===== src/sac_cfg.svh =====
`ifndef SAC_CFG_SVH
`define SAC_CFG_SVH

// Result word and bit positions
`define SAC_RES_MSB      4'h9
`define SAC_RES_ZERO     10'h000
`define SAC_RES_ONE      10'h001
`define SAC_SAR_STEPS    4'hA

// Serial frame counts
`define SAC_CHAN_LAST    4'h2
`define SAC_MSB_LAST     4'h9
`define SAC_LSB_LAST     4'h8
`define SAC_CNT_ZERO     4'h0
`define SAC_CNT_STEP     4'h1

// Result buffer shape
`define SAC_FIFO_W       10
`define SAC_FIFO_DEPTH   16

// Serial clock droop watch: half of the slowest allowed period
`define SAC_CLK_KHZ      50000
`define SAC_SCLK_MIN_KHZ 10
`define SAC_GAP_MAX_CYC  12'((`SAC_CLK_KHZ / `SAC_SCLK_MIN_KHZ) / 2)
`define SAC_GAP_ZERO     12'h000
`define SAC_GAP_STEP     12'h001

`endif


===== src/sac_pkg.sv =====
`default_nettype none
package sac_pkg;

    // Frame sequencer states
    typedef enum logic [2:0] {
        ST_STANDBY,
        ST_IDLE,
        ST_MODE,
        ST_CHAN,
        ST_SAMPLE,
        ST_MSB,
        ST_LSB,
        ST_ZEROS
    } sac_state_t;

    // Command bits taken from the serial input
    typedef struct packed {
        logic input_mode_bit;
        logic channel_bit_2;
        logic channel_bit_1;
        logic channel_bit_0;
    } sac_cmd_t;

    // Analog multiplexer and hold switch control
    typedef struct packed {
        logic       sample;
        logic       diff;
        logic [2:0] pos;
        logic [2:0] neg;
    } sac_mux_t;

endpackage
`default_nettype wire


===== src/sac_fifo.sv =====
`timescale 1ns/1ps
`default_nettype none
module sac_fifo #(
    parameter int unsigned WIDTH = 10,
    parameter int unsigned DEPTH = 16
) (
    // Clock and reset
    input  wire logic             clk_in,
    input  wire logic             rst_n_in,
    input  wire logic             flush_in,
    // Filling side
    input  wire logic             in_valid_in,
    input  wire logic [WIDTH-1:0] in_data_in,
    output logic                  in_ready_out,
    // Draining side
    output logic                  out_valid_out,
    output logic      [WIDTH-1:0] out_data_out,
    input  wire logic             out_ready_in
);
    localparam int unsigned AW = $clog2(DEPTH);

    logic [WIDTH-1:0] mem [DEPTH];
    logic [AW:0]      wr_q, wr_d;
    logic [AW:0]      rd_q, rd_d;
    logic             full;
    logic             empty;
    logic             push;
    logic             pop;

    // Extra pointer bit tells full from empty
    assign empty = (wr_q == rd_q);
    assign full  = (wr_q[AW] != rd_q[AW]) && (wr_q[AW-1:0] == rd_q[AW-1:0]);
    assign in_ready_out  = ~full;
    assign out_valid_out = ~empty;
    assign out_data_out  = mem[rd_q[AW-1:0]];
    assign push = in_valid_in & ~full;
    assign pop  = out_ready_in & ~empty;

    // Pointer update; flush drops a stale result at once
    always_comb begin
        wr_d = wr_q;
        rd_d = rd_q;
        if (flush_in) begin
            wr_d = '0;
            rd_d = '0;
        end else begin
            if (push) wr_d = wr_q + 1'b1;
            if (pop)  rd_d = rd_q + 1'b1;
        end
    end

    always_ff @(posedge clk_in or negedge rst_n_in) begin
        if (!rst_n_in) begin
            wr_q <= '0;
            rd_q <= '0;
        end else begin
            wr_q <= wr_d;
            rd_q <= rd_d;
        end
    end

    // Storage has no reset; empty flag guards it
    always_ff @(posedge clk_in) begin
        if (push && !flush_in) mem[wr_q[AW-1:0]] <= in_data_in;
    end
endmodule // sac_fifo
`default_nettype wire


===== src/sac_ctrl.sv =====
`timescale 1ns/1ps
`default_nettype none
`include "sac_cfg.svh"
module sac_ctrl (
    // Clock and reset
    input  wire logic             clk_in,
    input  wire logic             rst_n_in,
    // Serial port
    input  wire logic             select_standby_n_in,
    input  wire logic             sclk_in,
    input  wire logic             cmd_in,
    output logic                  dout_out,
    output logic                  dout_oe_n_out,
    // Analog front end
    output sac_pkg::sac_mux_t     mux_out,
    output logic [9:0]            sar_trial_out,
    input  wire logic             comparator_in,
    // Status
    output logic                  standby_out,
    output logic                  slow_clock_out
);
    import sac_pkg::*;

    // Edge detect and session qualification
    logic       sclk_q;
    logic       sclk_rise;
    logic       sclk_fall;
    logic       armed_q, armed_d;
    logic       cs_low;

    // Frame sequencer state
    sac_state_t state_q, state_d;
    logic [3:0] cnt_q, cnt_d;
    sac_cmd_t   cmd_q, cmd_d;
    sac_mux_t   mux_q, mux_d;
    logic       seen_rise_q, seen_rise_d;
    logic       dout_q, dout_d;
    logic       oe_n_q, oe_n_d;
    logic [9:0] res_q, res_d;
    logic       have_res_q, have_res_d;
    logic       sar_start;
    logic       res_pop;

    // Approximation state
    logic       sar_busy_q, sar_busy_d;
    logic [3:0] sar_bit_q, sar_bit_d;
    logic [9:0] trial_q, trial_d;
    logic       push_q, push_d;
    logic [9:0] kept;
    logic [3:0] sar_len_q, sar_len_d;   // Trials so far, for the checker

    // Result buffer handshake
    logic       buf_in_ready;
    logic       buf_out_valid;
    logic [9:0] buf_out_data;

    // Droop watch
    logic [11:0] gap_q, gap_d;
    logic        slow_q, slow_d;

    function automatic logic [9:0] bit_mask(input logic [3:0] idx);
        bit_mask = `SAC_RES_ONE << idx;
    endfunction

    // Single inputs pass through; pairs are even/odd neighbours
    function automatic sac_mux_t mux_decode(input sac_cmd_t c,
                                            input logic     s);
        sac_mux_t   m;
        logic [2:0] ch;
        ch       = {c.channel_bit_2, c.channel_bit_1, c.channel_bit_0};
        m.sample = s;
        m.diff   = ~c.input_mode_bit;
        if (c.input_mode_bit) begin
            m.pos = ch;
            m.neg = ch;
        end else begin
            m.pos = {ch[2:1], ch[0]};
            m.neg = {ch[2:1], ~ch[0]};
        end
        return m;
    endfunction

    // Serial lines are synchronous; one flop gives the edges
    assign sclk_rise = sclk_in & ~sclk_q;
    assign sclk_fall = ~sclk_in & sclk_q;
    // A device reset with select low waits for a high first
    assign armed_d = armed_q | select_standby_n_in;
    assign cs_low  = armed_q & ~select_standby_n_in;

    always_ff @(posedge clk_in or negedge rst_n_in) begin
        if (!rst_n_in) begin
            sclk_q  <= 1'b0;
            armed_q <= 1'b0;
        end else begin
            sclk_q  <= sclk_in;
            armed_q <= armed_d;
        end
    end

    // Frame sequencer next state
    always_comb begin
        state_d     = state_q;
        cnt_d       = cnt_q;
        cmd_d       = cmd_q;
        seen_rise_d = seen_rise_q;
        dout_d      = dout_q;
        oe_n_d      = oe_n_q;
        res_d       = res_q;
        have_res_d  = have_res_q;
        sar_start   = 1'b0;
        res_pop     = 1'b0;
        if (!cs_low) begin
            // Standby forgets the command and releases the line
            state_d     = ST_STANDBY;
            cnt_d       = `SAC_CNT_ZERO;
            cmd_d       = '0;
            seen_rise_d = 1'b0;
            dout_d      = 1'b0;
            oe_n_d      = 1'b1;
            res_d       = `SAC_RES_ZERO;
            have_res_d  = 1'b0;
        end else begin
            // Take the finished result once output has begun
            if (buf_out_valid && state_q == ST_MSB && !have_res_q) begin
                res_d      = buf_out_data;
                have_res_d = 1'b1;
                res_pop    = 1'b1;
            end
            unique case (state_q)
                ST_STANDBY: state_d = ST_IDLE;
                ST_IDLE: begin
                    // Low bits are padding until the start bit
                    if (sclk_rise && cmd_in) begin
                        state_d = ST_MODE;
                    end
                end
                ST_MODE: begin
                    if (sclk_rise) begin
                        cmd_d.input_mode_bit = cmd_in;
                        cnt_d   = `SAC_CNT_ZERO;
                        state_d = ST_CHAN;
                    end
                end
                ST_CHAN: begin
                    if (sclk_rise) begin
                        // Channel bits arrive most significant first
                        cmd_d = {cmd_q.input_mode_bit, cmd_q.channel_bit_1,
                                 cmd_q.channel_bit_0, cmd_in};
                        cnt_d = cnt_q + `SAC_CNT_STEP;
                        if (cnt_q == `SAC_CHAN_LAST) begin
                            seen_rise_d = 1'b0;
                            state_d     = ST_SAMPLE;
                        end
                    end
                end
                ST_SAMPLE: begin
                    // Hold opens on the fall after the don't-care rise
                    if (sclk_rise) begin
                        seen_rise_d = 1'b1;
                    end else if (sclk_fall && seen_rise_q) begin
                        sar_start = 1'b1;
                        dout_d    = 1'b0;
                        oe_n_d    = 1'b0;
                        cnt_d     = `SAC_CNT_ZERO;
                        state_d   = ST_MSB;
                    end
                end
                ST_MSB: begin
                    if (sclk_fall) begin
                        dout_d = res_q[`SAC_RES_MSB - cnt_q];
                        cnt_d  = cnt_q + `SAC_CNT_STEP;
                        if (cnt_q == `SAC_MSB_LAST) begin
                            cnt_d   = `SAC_CNT_ZERO;
                            state_d = ST_LSB;
                        end
                    end
                end
                ST_LSB: begin
                    // Lowest bit is shared, so resend starts at bit one
                    if (sclk_fall) begin
                        dout_d = res_q[cnt_q + `SAC_CNT_STEP];
                        cnt_d  = cnt_q + `SAC_CNT_STEP;
                        if (cnt_q == `SAC_LSB_LAST) state_d = ST_ZEROS;
                    end
                end
                ST_ZEROS: begin
                    if (sclk_fall) dout_d = 1'b0;
                end
            endcase
        end
        mux_d = mux_decode(cmd_d, state_d == ST_SAMPLE);
    end

    always_ff @(posedge clk_in or negedge rst_n_in) begin
        if (!rst_n_in) begin
            state_q     <= ST_STANDBY;
            cnt_q       <= `SAC_CNT_ZERO;
            cmd_q       <= '0;
            mux_q       <= '0;
            seen_rise_q <= 1'b0;
            dout_q      <= 1'b0;
            oe_n_q      <= 1'b1;
            res_q       <= `SAC_RES_ZERO;
            have_res_q  <= 1'b0;
        end else begin
            state_q     <= state_d;
            cnt_q       <= cnt_d;
            cmd_q       <= cmd_d;
            mux_q       <= mux_d;
            seen_rise_q <= seen_rise_d;
            dout_q      <= dout_d;
            oe_n_q      <= oe_n_d;
            res_q       <= res_d;
            have_res_q  <= have_res_d;
        end
    end

    // Approximation: one trial per clock, MSB down
    // A comparator that never trips leaves all zeros, one that
    // always trips leaves all ones, so pairs saturate both ways
    assign kept = comparator_in ? trial_q
                                : (trial_q & ~bit_mask(sar_bit_q));
    always_comb begin
        sar_busy_d = sar_busy_q;
        sar_bit_d  = sar_bit_q;
        trial_d    = trial_q;
        push_d     = push_q;
        sar_len_d  = sar_busy_q ? sar_len_q + `SAC_CNT_STEP : `SAC_CNT_ZERO;
        if (!cs_low) begin
            sar_busy_d = 1'b0;
            sar_bit_d  = `SAC_CNT_ZERO;
            trial_d    = `SAC_RES_ZERO;
            push_d     = 1'b0;
        end else if (sar_start) begin
            sar_busy_d = 1'b1;
            sar_bit_d  = `SAC_RES_MSB;
            trial_d    = bit_mask(`SAC_RES_MSB);
            push_d     = 1'b0;
        end else if (sar_busy_q) begin
            if (sar_bit_q == `SAC_CNT_ZERO) begin
                trial_d    = kept;
                sar_busy_d = 1'b0;
                push_d     = 1'b1;
            end else begin
                sar_bit_d = sar_bit_q - `SAC_CNT_STEP;
                trial_d   = kept | bit_mask(sar_bit_q - `SAC_CNT_STEP);
            end
        end else if (push_q && buf_in_ready) begin
            push_d = 1'b0;                           // held until taken
        end
    end

    always_ff @(posedge clk_in or negedge rst_n_in) begin
        if (!rst_n_in) begin
            sar_busy_q <= 1'b0;
            sar_bit_q  <= `SAC_CNT_ZERO;
            trial_q    <= `SAC_RES_ZERO;
            push_q     <= 1'b0;
            sar_len_q  <= `SAC_CNT_ZERO;
        end else begin
            sar_busy_q <= sar_busy_d;
            sar_bit_q  <= sar_bit_d;
            trial_q    <= trial_d;
            push_q     <= push_d;
            sar_len_q  <= sar_len_d;
        end
    end

    // Result buffer between converter and shifter; flushed on abort
    sac_fifo #(
        .WIDTH (`SAC_FIFO_W),
        .DEPTH (`SAC_FIFO_DEPTH)
    ) u_buf (
        .clk_in        (clk_in),
        .rst_n_in      (rst_n_in),
        .flush_in      (~cs_low),
        .in_valid_in   (push_q),
        .in_data_in    (trial_q),
        .in_ready_out  (buf_in_ready),
        .out_valid_out (buf_out_valid),
        .out_data_out  (buf_out_data),
        .out_ready_in  (res_pop)
    );

    // Droop watch: long pause while the held sample is in use
    always_comb begin
        gap_d  = gap_q;
        slow_d = slow_q;
        if (!cs_low) begin
            gap_d  = `SAC_GAP_ZERO;
            slow_d = 1'b0;
        end else if (sclk_rise || sclk_fall ||
                     !(state_q inside {ST_SAMPLE, ST_MSB, ST_LSB})) begin
            gap_d = `SAC_GAP_ZERO;
        end else if (gap_q == `SAC_GAP_MAX_CYC) begin
            slow_d = 1'b1;
        end else begin
            gap_d = gap_q + `SAC_GAP_STEP;
        end
    end

    always_ff @(posedge clk_in or negedge rst_n_in) begin
        if (!rst_n_in) begin
            gap_q  <= `SAC_GAP_ZERO;
            slow_q <= 1'b0;
        end else begin
            gap_q  <= gap_d;
            slow_q <= slow_d;
        end
    end

    // Outputs
    assign dout_out       = dout_q;
    assign dout_oe_n_out  = oe_n_q;
    assign mux_out        = mux_q;
    assign sar_trial_out  = trial_q;
    assign standby_out    = (state_q == ST_STANDBY);
    assign slow_clock_out = slow_q;
endmodule // sac_ctrl
`default_nettype wire


===== config.mk =====
export PLATFORM = sky130hd
export DESIGN_NAME = sac_ctrl
export DESIGN_NICKNAME = d
export VERILOG_FILES = /design/src/sac_pkg.sv /design/src/sac_fifo.sv /design/src/sac_ctrl.sv
export VERILOG_INCLUDE_DIRS = /design/src
export SDC_FILE = /design/constraint.sdc
export NUM_CORES = 1
export LEC_CHECK = 0
export ABC_AREA = 1
export BUFFER_PORTS_ARGS = -buffer_cell sky130_fd_sc_hd__buf_2
export CAP_MARGIN = 20
export CORE_ASPECT_RATIO = 1.75
export CORE_MARGIN = 4
export CORE_UTILIZATION = 45
export DETAILED_ROUTE_END_ITERATION = 10
export GPL_TIMING_DRIVEN = 0
export PLACE_DENSITY = 0.67
export SLEW_MARGIN = 20
export SYNTH_ARGS = -nofsm -noshare
export SYNTH_HDL_FRONTEND = slang
export SYNTH_SLANG_ARGS = --single-unit

===== constraint.sdc =====
create_clock -name clk_in -period 2.51 [get_ports clk_in]
set_input_delay 0.753 -clock clk_in [delete_from_list [all_inputs] [get_ports clk_in]]
set_output_delay 0.753 -clock clk_in [all_outputs]
set_load 0.1 [all_outputs]

==> impl_metrics.toml <==
[power]
intPower_uw = 6370
cellPowerDensity_nw_per_um2 = 689
switching_power_as_a_share_of_total_power_pct = 23.8
power.switching_uw = 1990
share_clk_of_total_power_pct = 42.6
max-vdd-ir-drop_mv = 0.621
p_comb_share_pct = 7.3
pwr-share-seq_pct = 50.1
cellLeakagePower_uw = 0.00493

[clock_tree]
worst_setup_hold_path_clk_slew_ns = 0.07
number_of_cts_inserted_buffers = 21
clock_latency_ns = 0.50
cts.sink_count = 229
postCtsHoldBufs = 0
clk_root_buffer_cell = "clkbuf_16"
htreeDepth = 1
cts_tree = "yes"
cts_max_path_buffers = 3

[setup_path]
largest_delay_contributor_family_on_the_critical_path = "flip-flops"
worst_path_max_delay_cell = "dfrtp_2"
critical_path_peak_fanout = 18
required_ns = 1.76
worstPathArrival_ns = 1.66
critical_path.max_stage_delay_ns = 0.64
path_buf_inv = 1
critical_path.cell_chain = "buf_2"
start_to_end_type_of_the_worst_setup_path = "reg -> out"
cp-start-kind = "flip-flop"
kind_of_end_point_of_the_critical_path = "output port"

[layout]
diodes = 0
layout-area-overhead-vs-synth_pct = 16.0
drive_gt1_share_pct = 12.9
nFillCells = 2027
layoutNonFillerInstCount = 1451
design.final.nets = 1162
postLayoutCellArea_um2 = 12100

[timing]
final-max-slew-violation-count = 0
max_clock_freq_mhz = 415
max_slew_margin_pct = 50.9
post-route-period-util_pct = 96.0
worst-slew-pin-transition_ns = 0.733
grt_setup_unrepaired = "true"
skew_ns = 0.0158
final-hold-violation-count = 0
period_needed_ns = 2.41
setup-violations-final = 0
worst_hold_slack_ns = 0.185

[global_routing]
global_route.usage.total_pct = 20.0
grt_pass1_vias = 7822
grt_overflow_total = 0
number_of_antenna_violations_at_the_first_check_in_global_routing = 0
grt_first_pass_wirelength_um = 40600
largest_net_degree_at_the_start_of_global_routing = 42

[logic_synthesis]
yosys.area_share.adder_pct = 2.27
synth_enable_flop_cells = 160
synthXorXnorAreaFrac_pct = 1.34
yosys_top_cell_by_area = "edfxtp_1"
asyncSetResetFlopFracSynth_pct = 30.1
ys_seq_elements = 229
synthMuxAreaShare_pct = 0
synthTopCellsByArea = "edfxtp_1, dfrtp_1, nor2_1"
synth-simple-area-share_pct = 20.2
post_synthesis_sequential_area_ratio_pct = 62.4
synth-warning-count = 0
synth_flop_cell = "edfxtp_1"
post_synth_num_cell_types = 39
synthesis.nets = 1098
fraction_of_the_mapped_netlist_area_in_compound_gates_pct = 8.25
synthTopCellsByCount = "nor2_1, nand2_1, edfxtp_1"
syn-mean-instance-area_um2 = 9.75
synth_most_common_cell = "nor2_1"
synth_cells = 1073
synth_largest_type_area_fraction_pct = 45.9
synth_top_family_by_area = "simple AND/OR/NAND/NOR gates"
post_synth_instance_area_um2 = 10500

[floorplanning]
design.portCount = 28
starting_density_pct = 45.8
die-height_um = 210
std_cell_rows = 73
design.die.area_um2 = 25900
floorplan.die.width_um = 123
core_area_um2 = 22800

[outcome]
run_status = "complete, no violations"

[route]
dr.max_layer_used = "met4"
met2RoutedLength_um = 14300
wl_met3_um = 874
vias = 7699
drt-wirelength-per-cell_um = 17.7
drt_pass1_iterations = 5
route.layer.met1.wl_um = 9470
remaining_drc_errors = 0
final_wl_um = 25600
final_antenna_net_count = 0
detailedRoute.firstIterationViolations = 460
drt-vias-per-instance = 5.31

[place]
count_of_placed_standard_cells_including_taps = 1406
dp_hpwl_um = 18100
place.port_buffers = 27
placement.cell_area_um2 = 11100
gpl.final_weighted_congestion = 0.909

[min_path]
hold_class = "in -> async"

[run]
max-cap-violations = 0
-- state kept, by name, indices dropped and copies added, names as in the netlist --
register and flops:
u_buf.rd_q 5, sar_bit_q 4, armed_q 1, res_q 10, slow_clock_out 1, dout_oe_n_out 1
u_buf.mem 160, push_q 1, sar_busy_q 1, have_res_q 1, cmd_q 2, gap_q 12
sar_trial_out 10, dout_out 1, mux_out 5, state_q 3, seen_rise_q 1, cnt_q 4
sclk_q 1, u_buf.wr_q 5
-- timing repair --
item	4_1_cts	5_1_grt
gates resized for setup	22	11
pin swaps	0	7
endpoints found under the setup margin	108	127
hold endpoints to repair	0	0
setup buffers	0	8
-- layer usage --
| metal | vias up | track usage, % |
|---|---|---|
| met3 | 56 | 1.67 |
| li1 | 3727 | - |
| met1 | 3719 | 22.4 |
| met2 | 197 | 37.9 |
| met4 | 0 | 8.22 |
| met5 | - | 0 |
-- stage by stage --
step	setup TNS, ns	util, %	setup WS, ns	power (uW)
after CTS	-0.978	52.2	-0.0533	8400
after global placement	-93.36	48.1	-0.890	4840
final	0	53.2	0.101	8370
after floorplan	0	-	0.00574	4660
after global routing	-0.186	53.2	-0.0237	8600
after detailed placement	-40.17	48.5	-0.480	4860
-- final cells by class --
class / instances / area, um^2 / share of cell area [%]
clock inverters: 10 / 155 / 1.28
multi-input cells: 705 / 3500 / 28.8
clock buffers: 27 / 632 / 5.20
well taps: 300 / 375 / 3.09
flip-flops and latches: 229 / 6540 / 53.9
plain buffers: 47 / 230 / 1.90
repair buffers: 41 / 360 / 2.97
inverters: 92 / 345 / 2.84
-- power groups by stage --
stage	Sequential (uW)	Combinational [uW]	Clock [uW]
4_1_cts	4190	595	3610
3_3_place_gp	4270	563	0
3_5_place_dp	4280	585	0
6_report	4190	613	3560
5_1_grt	4200	672	3730
2_1_floorplan	4300	354	0
-- worst paths after layout --
path	depth (start not counted)	start	to	slack [ns]
max	1	sar_trial_out[2]	sar_trial_out[2]	0.10
min	1	rst_n_in	res_q[4]	0.19
max reg2reg	11	u_buf.rd_q[1]	u_buf.mem[8][8]	0.13
min reg2reg	2	dout_oe_n_out	dout_oe_n_out	0.47
max in group asynchronous	2	rst_n_in	dout_oe_n_out	1.71
min in group clk_in	1	sclk_in	sclk_q	0.39
-- logic make-up (layout without fill, tap and decap cells) --
family / Yosys count / count (layout)
fa+ha+maj: 19 / 19
xor+xnor: 16 / 16
buf+inv: 139 / 217
simple gates: 511 / 511
compound gates: 159 / 159
flops: 229 / 229
-- cell usage in the layout (no fill, tap or decap), drive strengths merged --
master,synthesis,final
o21ai,116,116
clkinvlp,0,2
nor3b,1,1
nand4,9,9
o21bai,1,1
or2,3,3
dfrtp,68,68
nand3b,2,2
dfstp,1,1
o31ai,1,1
a22oi,2,2
o22ai,10,10
clkinv,11,14
xor2,13,13
clkbuf,17,45
nor4,1,1
nand3,71,71
a21oi,14,14
inv,81,83
buf,30,70
nor2,208,208
edfxtp,160,160
o211ai,14,14
a31oi,1,1
nand2,198,198
bufinv,0,3
nor3,18,18
ha,19,19
xnor2,3,3
Note: power is estimated with default switching activity, not from simulation.
